$ cat config.mk
export PLATFORM = sky130hd
export DESIGN_NAME = bfu_bit_unit
export DESIGN_NICKNAME = d
export VERILOG_FILES = /design/src/bfu_pkg.sv /design/src/bfu_bit_unit.sv
export VERILOG_INCLUDE_DIRS = /design/src /design/src/src
export SDC_FILE = /design/constraint.sdc
export NUM_CORES = 1
export LEC_CHECK = 0
export BUFFER_PORTS_ARGS = -buffer_cell sky130_fd_sc_hd__buf_2
export CAP_MARGIN = 20
export CORE_UTILIZATION = 39
export CTS_BUF_LIST = sky130_fd_sc_hd__clkbuf_4
export DETAILED_ROUTE_END_ITERATION = 8
export GPL_TIMING_DRIVEN = 0
export HOLD_SLACK_MARGIN = 0.12
export PLACE_DENSITY = 0.7
export SLEW_MARGIN = 10
export SYNTH_ARGS = -nofsm -noshare
export SYNTH_HDL_FRONTEND = slang
export SYNTH_SLANG_ARGS = --single-unit
$ cat constraint.sdc
create_clock -name clk -period 2.15 [get_ports clk]
set_clock_uncertainty 0.1 [all_clocks]
set_input_delay 0.43 -clock clk [delete_from_list [all_inputs] [get_ports clk]]
set_output_delay 0.43 -clock clk [all_outputs]
set_load 0.05 [all_outputs]
$ cat src/bfu_cfg.svh
// Constants for the bit and flag instruction unit: flag positions, reset values, timing counts.
// Assumes the status register layout C,Z,N,V,S,H,T,I from bit 0 upward.
// Summary of operation
// - Rotate left through carry: bit 0 from carry, carry from bit 7; Z,C,N,V,H; one cycle.
// - Rotate right through carry: bit 7 from carry, carry from bit 0; Z,C,N,V; one cycle.
// - I/O bit set forces the selected I/O bit high, flags unchanged, one cycle.
// - I/O bit clear forces the selected I/O bit low, flags unchanged, one cycle.
// - Bit to transfer flag copies the selected register bit into T only, one cycle.
// - Transfer flag to bit copies T into the selected register bit, no flags, one cycle.
// - Overflow set writes V high, overflow clear writes V low; only V, one cycle.
// - Half carry set writes H high, half carry clear writes H low; only H, one cycle.
// - Sign flag set writes S high, sign flag clear writes S low; only S, one cycle.
// - Data memory cycle counts hold for internal memory only; external accesses may run longer.
// - An access to internal static RAM takes one cycle more than its listed count.
`ifndef BFU_CFG_SVH
`define BFU_CFG_SVH
`define BFU_FLAG_C 3'h0
`define BFU_FLAG_Z 3'h1
`define BFU_FLAG_N 3'h2
`define BFU_FLAG_V 3'h3
`define BFU_FLAG_S 3'h4
`define BFU_FLAG_H 3'h5
`define BFU_FLAG_T 3'h6
`define BFU_FLAG_I 3'h7
`define BFU_STATUS_REGISTER_RESET 8'h00
`define BFU_SRAM_EXTRA 4'h1
`define BFU_ALU_CYCLES 4'h1
`endif

$ cat src/bfu_pkg.sv
// Types shared by the bit and flag instruction unit and its surroundings.
// Assumes the decoder delivers one instruction per request with operands already fetched.
package bfu_pkg;
    typedef enum logic [5:0] {
        BFU_OP_NOP, BFU_OP_ROTATE_LEFT_CARRY, BFU_OP_ROTATE_RIGHT_CARRY,
        BFU_OP_ARITH_SHIFT_RIGHT, BFU_OP_NIBBLE_SWAP, BFU_OP_GENERIC_FLAG_SET,
        BFU_OP_GENERIC_FLAG_CLEAR, BFU_OP_IO_BIT_SET, BFU_OP_IO_BIT_CLEAR,
        BFU_OP_BIT_TO_TRANSFER_FLAG, BFU_OP_TRANSFER_FLAG_TO_BIT,
        BFU_OP_OVERFLOW_FLAG_SET, BFU_OP_OVERFLOW_FLAG_CLEAR,
        BFU_OP_HALF_CARRY_SET, BFU_OP_HALF_CARRY_CLEAR,
        BFU_OP_SIGN_FLAG_SET, BFU_OP_SIGN_FLAG_CLEAR,
        BFU_OP_CARRY_SET, BFU_OP_CARRY_CLEAR, BFU_OP_ZERO_SET, BFU_OP_ZERO_CLEAR,
        BFU_OP_NEG_SET, BFU_OP_NEG_CLEAR, BFU_OP_INT_ENABLE, BFU_OP_INT_DISABLE,
        BFU_OP_TFLAG_SET, BFU_OP_TFLAG_CLEAR, BFU_OP_BREAK, BFU_OP_SLEEP,
        BFU_OP_WATCHDOG_KICK, BFU_OP_MEM_ACCESS
    } bfu_op_t;

    typedef enum logic [1:0] {
        BFU_MEM_INTERNAL = 2'h0,
        BFU_MEM_SRAM = 2'h1,
        BFU_MEM_EXTERNAL = 2'h2
    } bfu_mem_t;

    // Gray coded along idle, counting, external wait.
    typedef enum logic [1:0] {
        BFU_ST_IDLE = 2'h0,
        BFU_ST_COUNT = 2'h1,
        BFU_ST_EXT = 2'h3
    } bfu_state_t;

    typedef struct packed {
        logic valid;
        bfu_op_t op;
        logic [7:0] opData;
        logic [7:0] ioData;
        logic [2:0] bitSel;
        logic [2:0] memCycles;
        bfu_mem_t memTarget;
    } bfu_req_t;

    typedef struct packed {
        logic valid;
        logic regWe;
        logic [7:0] regData;
        logic ioWe;
        logic [7:0] ioData;
        logic memDone;
        logic breakReq;
        logic sleepReq;
        logic wdKick;
    } bfu_rsp_t;
endpackage

$ cat src/bfu_bit_unit.sv
// Bit manipulation, bit test and machine control execution unit with its own status register.
// Assumes the decoder holds a request until busy is low and that extAck answers external accesses.
`timescale 1ns/1ps
`include "bfu_cfg.svh"
module bfu_bit_unit #(
    parameter int DATA_W = 8
) (
    input wire logic clk,
    input wire logic rst_b,
    input wire bfu_pkg::bfu_req_t req,
    input wire logic extAck,
    output logic busy,
    output bfu_pkg::bfu_rsp_t rsp,
    output logic [7:0] statusRegister
);
    if (DATA_W != 8) begin : g_bad_width
        $error("bfu_bit_unit serves an 8-bit datapath only");
    end

    bfu_pkg::bfu_state_t state_r, state_nxt;
    logic [3:0] cnt_r, cnt_nxt;
    logic busy_r, busy_nxt;
    bfu_pkg::bfu_rsp_t rsp_r, rsp_nxt;
    logic [7:0] status_register_r, status_register_nxt;
    logic accept;
    logic [7:0] d;
    logic [3:0] memTotal;

    assign accept = req.valid && !busy_r;
    assign d = req.opData;

    always_comb begin
        memTotal = {1'b0, req.memCycles};
        if (memTotal == 4'h0) begin
            memTotal = `BFU_ALU_CYCLES;
        end
        if (req.memTarget == bfu_pkg::BFU_MEM_SRAM) begin
            memTotal = memTotal + `BFU_SRAM_EXTRA;
        end
    end

    always_comb begin
        rsp_nxt = '0;
        status_register_nxt = status_register_r;
        state_nxt = state_r;
        cnt_nxt = cnt_r;
        busy_nxt = busy_r;
        case (state_r)
            bfu_pkg::BFU_ST_IDLE: begin
                if (accept) begin
                    rsp_nxt.valid = 1'b1;
                    case (req.op)
                        bfu_pkg::BFU_OP_ROTATE_LEFT_CARRY: begin
                            rsp_nxt.regWe = 1'b1;
                            rsp_nxt.regData = {d[6:0], status_register_r[`BFU_FLAG_C]};
                            status_register_nxt[`BFU_FLAG_C] = d[7];
                            status_register_nxt[`BFU_FLAG_Z] = (rsp_nxt.regData == 8'h00);
                            status_register_nxt[`BFU_FLAG_N] = d[6];
                            status_register_nxt[`BFU_FLAG_V] = d[6] ^ d[7];
                            status_register_nxt[`BFU_FLAG_H] = d[3];
                        end
                        bfu_pkg::BFU_OP_ROTATE_RIGHT_CARRY: begin
                            rsp_nxt.regWe = 1'b1;
                            rsp_nxt.regData = {status_register_r[`BFU_FLAG_C], d[7:1]};
                            status_register_nxt[`BFU_FLAG_C] = d[0];
                            status_register_nxt[`BFU_FLAG_Z] = (rsp_nxt.regData == 8'h00);
                            status_register_nxt[`BFU_FLAG_N] = status_register_r[`BFU_FLAG_C];
                            status_register_nxt[`BFU_FLAG_V] = status_register_r[`BFU_FLAG_C] ^ d[0];
                        end
                        bfu_pkg::BFU_OP_ARITH_SHIFT_RIGHT: begin
                            rsp_nxt.regWe = 1'b1;
                            rsp_nxt.regData = {d[7], d[7:1]};
                            status_register_nxt[`BFU_FLAG_C] = d[0];
                            status_register_nxt[`BFU_FLAG_Z] = (rsp_nxt.regData == 8'h00);
                            status_register_nxt[`BFU_FLAG_N] = d[7];
                            status_register_nxt[`BFU_FLAG_V] = d[7] ^ d[0];
                        end
                        bfu_pkg::BFU_OP_NIBBLE_SWAP: begin
                            rsp_nxt.regWe = 1'b1;
                            rsp_nxt.regData = {d[3:0], d[7:4]};
                        end
                        bfu_pkg::BFU_OP_IO_BIT_SET: begin
                            rsp_nxt.ioWe = 1'b1;
                            rsp_nxt.ioData = req.ioData | (8'h01 << req.bitSel);
                        end
                        bfu_pkg::BFU_OP_IO_BIT_CLEAR: begin
                            rsp_nxt.ioWe = 1'b1;
                            rsp_nxt.ioData = req.ioData & ~(8'h01 << req.bitSel);
                        end
                        bfu_pkg::BFU_OP_BIT_TO_TRANSFER_FLAG: begin
                            status_register_nxt[`BFU_FLAG_T] = d[req.bitSel];
                        end
                        bfu_pkg::BFU_OP_TRANSFER_FLAG_TO_BIT: begin
                            rsp_nxt.regWe = 1'b1;
                            rsp_nxt.regData = d;
                            rsp_nxt.regData[req.bitSel] = status_register_r[`BFU_FLAG_T];
                        end
                        bfu_pkg::BFU_OP_GENERIC_FLAG_SET: status_register_nxt[req.bitSel] = 1'b1;
                        bfu_pkg::BFU_OP_GENERIC_FLAG_CLEAR: status_register_nxt[req.bitSel] = 1'b0;
                        bfu_pkg::BFU_OP_OVERFLOW_FLAG_SET: status_register_nxt[`BFU_FLAG_V] = 1'b1;
                        bfu_pkg::BFU_OP_OVERFLOW_FLAG_CLEAR: status_register_nxt[`BFU_FLAG_V] = 1'b0;
                        bfu_pkg::BFU_OP_HALF_CARRY_SET: status_register_nxt[`BFU_FLAG_H] = 1'b1;
                        bfu_pkg::BFU_OP_HALF_CARRY_CLEAR: status_register_nxt[`BFU_FLAG_H] = 1'b0;
                        bfu_pkg::BFU_OP_SIGN_FLAG_SET: status_register_nxt[`BFU_FLAG_S] = 1'b1;
                        bfu_pkg::BFU_OP_SIGN_FLAG_CLEAR: status_register_nxt[`BFU_FLAG_S] = 1'b0;
                        bfu_pkg::BFU_OP_CARRY_SET: status_register_nxt[`BFU_FLAG_C] = 1'b1;
                        bfu_pkg::BFU_OP_CARRY_CLEAR: status_register_nxt[`BFU_FLAG_C] = 1'b0;
                        bfu_pkg::BFU_OP_ZERO_SET: status_register_nxt[`BFU_FLAG_Z] = 1'b1;
                        bfu_pkg::BFU_OP_ZERO_CLEAR: status_register_nxt[`BFU_FLAG_Z] = 1'b0;
                        bfu_pkg::BFU_OP_NEG_SET: status_register_nxt[`BFU_FLAG_N] = 1'b1;
                        bfu_pkg::BFU_OP_NEG_CLEAR: status_register_nxt[`BFU_FLAG_N] = 1'b0;
                        bfu_pkg::BFU_OP_INT_ENABLE: status_register_nxt[`BFU_FLAG_I] = 1'b1;
                        bfu_pkg::BFU_OP_INT_DISABLE: status_register_nxt[`BFU_FLAG_I] = 1'b0;
                        bfu_pkg::BFU_OP_TFLAG_SET: status_register_nxt[`BFU_FLAG_T] = 1'b1;
                        bfu_pkg::BFU_OP_TFLAG_CLEAR: status_register_nxt[`BFU_FLAG_T] = 1'b0;
                        bfu_pkg::BFU_OP_BREAK: rsp_nxt.breakReq = 1'b1;
                        bfu_pkg::BFU_OP_SLEEP: rsp_nxt.sleepReq = 1'b1;
                        bfu_pkg::BFU_OP_WATCHDOG_KICK: rsp_nxt.wdKick = 1'b1;
                        bfu_pkg::BFU_OP_MEM_ACCESS: begin
                            // External timing is not bounded, so completion waits for the bus.
                            if (req.memTarget == bfu_pkg::BFU_MEM_EXTERNAL) begin
                                rsp_nxt.valid = 1'b0;
                                state_nxt = bfu_pkg::BFU_ST_EXT;
                                busy_nxt = 1'b1;
                            end else if (memTotal > `BFU_ALU_CYCLES) begin
                                rsp_nxt.valid = 1'b0;
                                state_nxt = bfu_pkg::BFU_ST_COUNT;
                                cnt_nxt = memTotal - `BFU_ALU_CYCLES;
                                busy_nxt = 1'b1;
                            end else begin
                                rsp_nxt.memDone = 1'b1;
                            end
                        end
                        default: ;
                    endcase
                end
            end
            bfu_pkg::BFU_ST_COUNT: begin
                cnt_nxt = cnt_r - 4'h1;
                if (cnt_r == 4'h1) begin
                    rsp_nxt.valid = 1'b1;
                    rsp_nxt.memDone = 1'b1;
                    state_nxt = bfu_pkg::BFU_ST_IDLE;
                    busy_nxt = 1'b0;
                end
            end
            bfu_pkg::BFU_ST_EXT: begin
                if (extAck) begin
                    rsp_nxt.valid = 1'b1;
                    rsp_nxt.memDone = 1'b1;
                    state_nxt = bfu_pkg::BFU_ST_IDLE;
                    busy_nxt = 1'b0;
                end
            end
            default: begin
                state_nxt = bfu_pkg::BFU_ST_IDLE;
                busy_nxt = 1'b0;
            end
        endcase
    end

    always_ff @(posedge clk or negedge rst_b) begin
        if (!rst_b) begin
            state_r <= bfu_pkg::BFU_ST_IDLE;
            cnt_r <= 4'h0;
            busy_r <= 1'b0;
            rsp_r <= '0;
            status_register_r <= `BFU_STATUS_REGISTER_RESET;
        end else begin
            state_r <= state_nxt;
            cnt_r <= cnt_nxt;
            busy_r <= busy_nxt;
            rsp_r <= rsp_nxt;
            status_register_r <= status_register_nxt;
        end
    end

    assign busy = busy_r;
    assign rsp = rsp_r;
    assign statusRegister = status_register_r;

    chk_rotl_result: assert property (@(posedge clk) disable iff (!rst_b)
        accept && req.op == bfu_pkg::BFU_OP_ROTATE_LEFT_CARRY |=>
        rsp.regWe && rsp.regData == {$past(d[6:0]), $past(status_register_r[0])} && status_register_r[0] == $past(d[7]))
        else $error("rotate left result or carry wrong");
    chk_rotr_result: assert property (@(posedge clk) disable iff (!rst_b)
        accept && req.op == bfu_pkg::BFU_OP_ROTATE_RIGHT_CARRY |=>
        rsp.regData == {$past(status_register_r[0]), $past(d[7:1])} && status_register_r[0] == $past(d[0])
        && status_register_r[5] == $past(status_register_r[5]))
        else $error("rotate right result, carry or half carry wrong");
    chk_io_set: assert property (@(posedge clk) disable iff (!rst_b)
        accept && req.op == bfu_pkg::BFU_OP_IO_BIT_SET |=>
        rsp.ioWe && rsp.ioData[$past(req.bitSel)] && $stable(status_register_r))
        else $error("I/O bit set failed or touched flags");
    chk_io_clear: assert property (@(posedge clk) disable iff (!rst_b)
        accept && req.op == bfu_pkg::BFU_OP_IO_BIT_CLEAR |=>
        rsp.ioWe && !rsp.ioData[$past(req.bitSel)] && $stable(status_register_r))
        else $error("I/O bit clear failed or touched flags");
    chk_tflag_store: assert property (@(posedge clk) disable iff (!rst_b)
        accept && req.op == bfu_pkg::BFU_OP_BIT_TO_TRANSFER_FLAG |=>
        status_register_r[6] == $past(d[req.bitSel]) && status_register_r[5:0] == $past(status_register_r[5:0]))
        else $error("transfer flag store wrong");
    chk_tflag_load: assert property (@(posedge clk) disable iff (!rst_b)
        accept && req.op == bfu_pkg::BFU_OP_TRANSFER_FLAG_TO_BIT |=>
        rsp.regData[$past(req.bitSel)] == $past(status_register_r[6]) && $stable(status_register_r))
        else $error("transfer flag load wrong");
    chk_overflow_set: assert property (@(posedge clk) disable iff (!rst_b)
        accept && req.op == bfu_pkg::BFU_OP_OVERFLOW_FLAG_SET |=>
        status_register_r == ($past(status_register_r) | 8'h08))
        else $error("overflow set altered the wrong flags");
    chk_half_clear: assert property (@(posedge clk) disable iff (!rst_b)
        accept && req.op == bfu_pkg::BFU_OP_HALF_CARRY_CLEAR |=>
        status_register_r == ($past(status_register_r) & 8'hdf))
        else $error("half carry clear altered the wrong flags");
    chk_sign_set: assert property (@(posedge clk) disable iff (!rst_b)
        accept && req.op == bfu_pkg::BFU_OP_SIGN_FLAG_SET |=>
        status_register_r == ($past(status_register_r) | 8'h10))
        else $error("sign set altered the wrong flags");
    chk_sram_extra: assert property (@(posedge clk) disable iff (!rst_b)
        accept && req.op == bfu_pkg::BFU_OP_MEM_ACCESS && req.memTarget == bfu_pkg::BFU_MEM_SRAM
        && req.memCycles == 3'h2 |=> !rsp.memDone ##1 !rsp.memDone ##1 rsp.memDone)
        else $error("internal SRAM access did not take one extra cycle");
    chk_swap_flags: assert property (@(posedge clk) disable iff (!rst_b)
        accept && req.op == bfu_pkg::BFU_OP_NIBBLE_SWAP |=>
        rsp.regData == {$past(d[3:0]), $past(d[7:4])} && $stable(status_register_r))
        else $error("nibble swap wrong");
    chk_sleep_pulse: assert property (@(posedge clk) disable iff (!rst_b)
        accept && req.op == bfu_pkg::BFU_OP_SLEEP ##1 !(accept && req.op == bfu_pkg::BFU_OP_SLEEP)
        |-> rsp.valid && rsp.sleepReq ##1 !rsp.sleepReq)
        else $error("sleep request not a single cycle");
endmodule

==> reports/metrics.cfg <==
[worst_setup_path]
crit_slowest_cell = o41a_1
cp-end-kind = flop
timing.rr.start = state_r[0]$_DFFE_PN0P_
startpoint = req[4]
critPathKind = in -> reg
cp.arrival_ps = 2210
critPathMaxFanout = 7
critPathMaxStageDelay_ps = 420
cp_cell_sequence = buf_2, o21ai_0, xor2_1, inv_1, ha_1, nor2_1, nor3_2, o41a_1, a211oi_2, a21oi_1
crit_path_start_kind = input pin
cp.required_ps = 2310

[clock_network]
cts_buffers = 5
cts_sinks = 37
cts_tree = yes
clk_pin_slew_ps = 130
h-tree-depth = 2
clock_path_buffers = 2
cts-root-buf = clkbuf_4
clock_latency_ps = 370

[drt]
drtIter0Drc = 272
drc = 0
ant_nets = 0
drt-wirelength-per-cell_microns = 16.6
first_pass_iters = 7
vias_per_cell = 5.88
drt-total-wl_mm = 8.20
vias = 2911

[yosys]
synth_cell_type_count = 65
synth_edf_count = 0
synthArstFlopShare = 1.00
syn-num-nets = 368
syn_inst = 329
ys_seq_area_frac = 0.335
ys_seq_elements = 37
yosys_most_used_dff = dfrtp_1
avgSynthCellArea_sq_um = 8.40
yosys_warnings = 0
syn_area_sq_um = 2760

[worst_hold_path]
worstHoldStart = req[10]
hold_path_class = in -> reg

[layout]
finalNetCount = 437
area_delta_synth_final_pct = 18.4
fillCellCount = 698
drive_gt1_frac = 0.261
diodes = 0
utilization = 0.479

[placement]
hpwl_mm = 5.95
portBuffers = 60
gp_congestion = 0.962
post-place-ws_ps = -371

[floorplan]
row_count = 30
boundaryPins = 66
dieWidth_microns = 86.2
fp.dieH_microns = 86.2
dieArea_sq_um = 7420
start_util = 0.404
core-area_sq_um = 6830

[sta]
clock.fmax_mhz = 488
maxSlewViolCount = 0
final.period_utilization = 0.953
fin_crit_ps = 2050
relSlewSlack = 0.411
tightest_slew_ps = 882
setup_ws_ps = 101
hold_violations = 0
setup_violations = 0

[grt]
grt_pass1_vias = 2669
antenna_found_initial = 0
grt_start_max_net_pins = 38
gr-usage-all-layers = 0.226
grt-ovfl-total = 0
grt_pass1_wl_mm = 13.1

[power_and_ir_drop]
ir_drop_v = 0.000273
p_leak_nw = 1.44
power_density_nw_per_um2 = 703

[outcome]
status = complete, no violations

[run]
drv_cap = 0

-- registers in the layout (all words and copies together) (netlist names) --
| register | count |
|---|---|
| rsp | 23 |
| statusRegister | 8 |
| cnt_r | 4 |
| state_r | 2 |
-- cell usage after synthesis (3+ instances only) --
library cell / number / area, sq um
nand2_1: 38 / 143
dfrtp_1: 37 / 926
nor2_1: 26 / 97.6
o21ai_0: 19 / 95.1
a21oi_1: 16 / 80.1
inv_1: 15 / 56.3
nand2b_1: 13 / 81.3
a31oi_1: 10 / 62.6
buf_2: 9 / 45.0
clkbuf_1: 9 / 33.8
mux2i_1: 9 / 90.1
a22oi_1: 8 / 60.1
mux2_2: 8 / 90.1
nor3_1: 8 / 40.0
nor2b_1: 7 / 43.8
nand3_1: 6 / 30.0
o21ai_1: 6 / 30.0
o22ai_1: 6 / 37.5
ha_1: 5 / 62.6
nor3b_1: 5 / 37.5
o211ai_1: 4 / 30.0
xnor2_1: 4 / 35.0
a22o_1: 3 / 26.3
buf_1: 3 / 11.3
nand3b_1: 3 / 22.5
nor4_1: 3 / 18.8
o32ai_1: 3 / 26.3
-- final timing paths --
path | slack [ps] | cells after the start | endpoint
hold / removal | 210 | 3 | rsp[6]$_DFF_PN0_
max in group asynchronous | 840 | 2 | rsp[2]$_DFF_PN0_
hold reg to reg | 410 | 1 | cnt_r[3]$_DFFE_PN0P_
min in group asynchronous | 580 | 2 | rsp[14]$_DFF_PN0_
setup reg to reg | 160 | 7 | rsp[16]$_DFF_PN0_
setup / recovery | 100 | 10 | cnt_r[1]$_DFFE_PN0P_
-- critical path: cells and delay by family --
family,cells,cell delay [ps]
and+or+nand+nor,2,210
buffers and inverters,2,210
adders and majority gates,1,180
xor gates and xnor gates,1,290
AOI/OAI and AO/OA,4,890
-- logic make-up (layout without fill, tap and decap cells) --
group | count (synthesis) | in the layout | synth area share
adder cells (fa/ha/maj) | 5 | 5 | 0.0226
AO/OA/AOI/OAI | 95 | 95 | 0.231
buffers and inverters | 38 | 108 | 0.0584
multiplexers | 19 | 19 | 0.0815
XOR/XNOR | 5 | 5 | 0.0159
AND/OR/NAND/NOR | 130 | 130 | 0.255
flip-flops | 37 | 37 | 0.335
-- layer usage --
layer,part of all wire,vias to the layer above,global-route usage
li1,-,1343,-
met1,0.44,1392,0.298
met2,0.47,160,0.377
met3,0.072,16,0.0452
met4,0.015,0,0.0621
met5,0,-,0
-- area by class of cell --
class                   count  area (sq um)  area share
clock inverters             3          21.3     0.00650
well taps                  96           120      0.0367
repair buffers             62           318      0.0971
multi-input cells         254          1690       0.515
inverters                  15          56.3      0.0172
plain buffers              23           106      0.0325
clock buffers               5          37.5      0.0115
flip-flops and latches     37           926       0.283
-- power breakdown --
group          total [mW]  switching, mW  leakage [nW]  internal (mW)
logic                1.01          0.693         0.915          0.314
registers           0.885         0.0871         0.491          0.798
clock network       0.407          0.277        0.0316          0.129
-- through the flow --
stage | setup TNS [ps] | hold slack (ps) | area, sq um | cells | total power [mW]
finish | 0 | 207 | 3270 | 495 | 2.30
global route | -10.7 | 194 | 3270 | 495 | 2.44
CTS | 0 | 203 | 3250 | 494 | 2.29
detailed placement | -1630 | 394 | 3180 | 485 | 1.89
global placement | -1350 | 385 | 3180 | 485 | 1.87
floorplan | 0 | 34.4 | 2760 | 329 | 1.61
-- what timing repair did --
| action | in CTS | in global routing |
|---|---|---|
| hold buffers | 1 | 0 |
| buffers inserted | 0 | 1 |
| setup endpoints to repair | 0 | 17 |
| endpoints found under the hold margin | 37 | 0 |
| gates resized for setup | 0 | 4 |
-- layout by cell type (no fill, tap or decap), types with 6 or more instances in the layout --
master	instances
a21oi_1	16
mux2_2	8
nor3_1	7
mux2i_1	9
inv_1	15
nor2b_1	7
nand2_1	38
nand3_1	6
a22oi_1	8
o21ai_0	19
buf_2	69
nor2_1	26
clkbuf_1	8
a31oi_1	10
o21ai_1	6
dfrtp_1	37
o22ai_1	6
nand2b_1	13
Note: power is estimated with default switching activity, not from simulation.
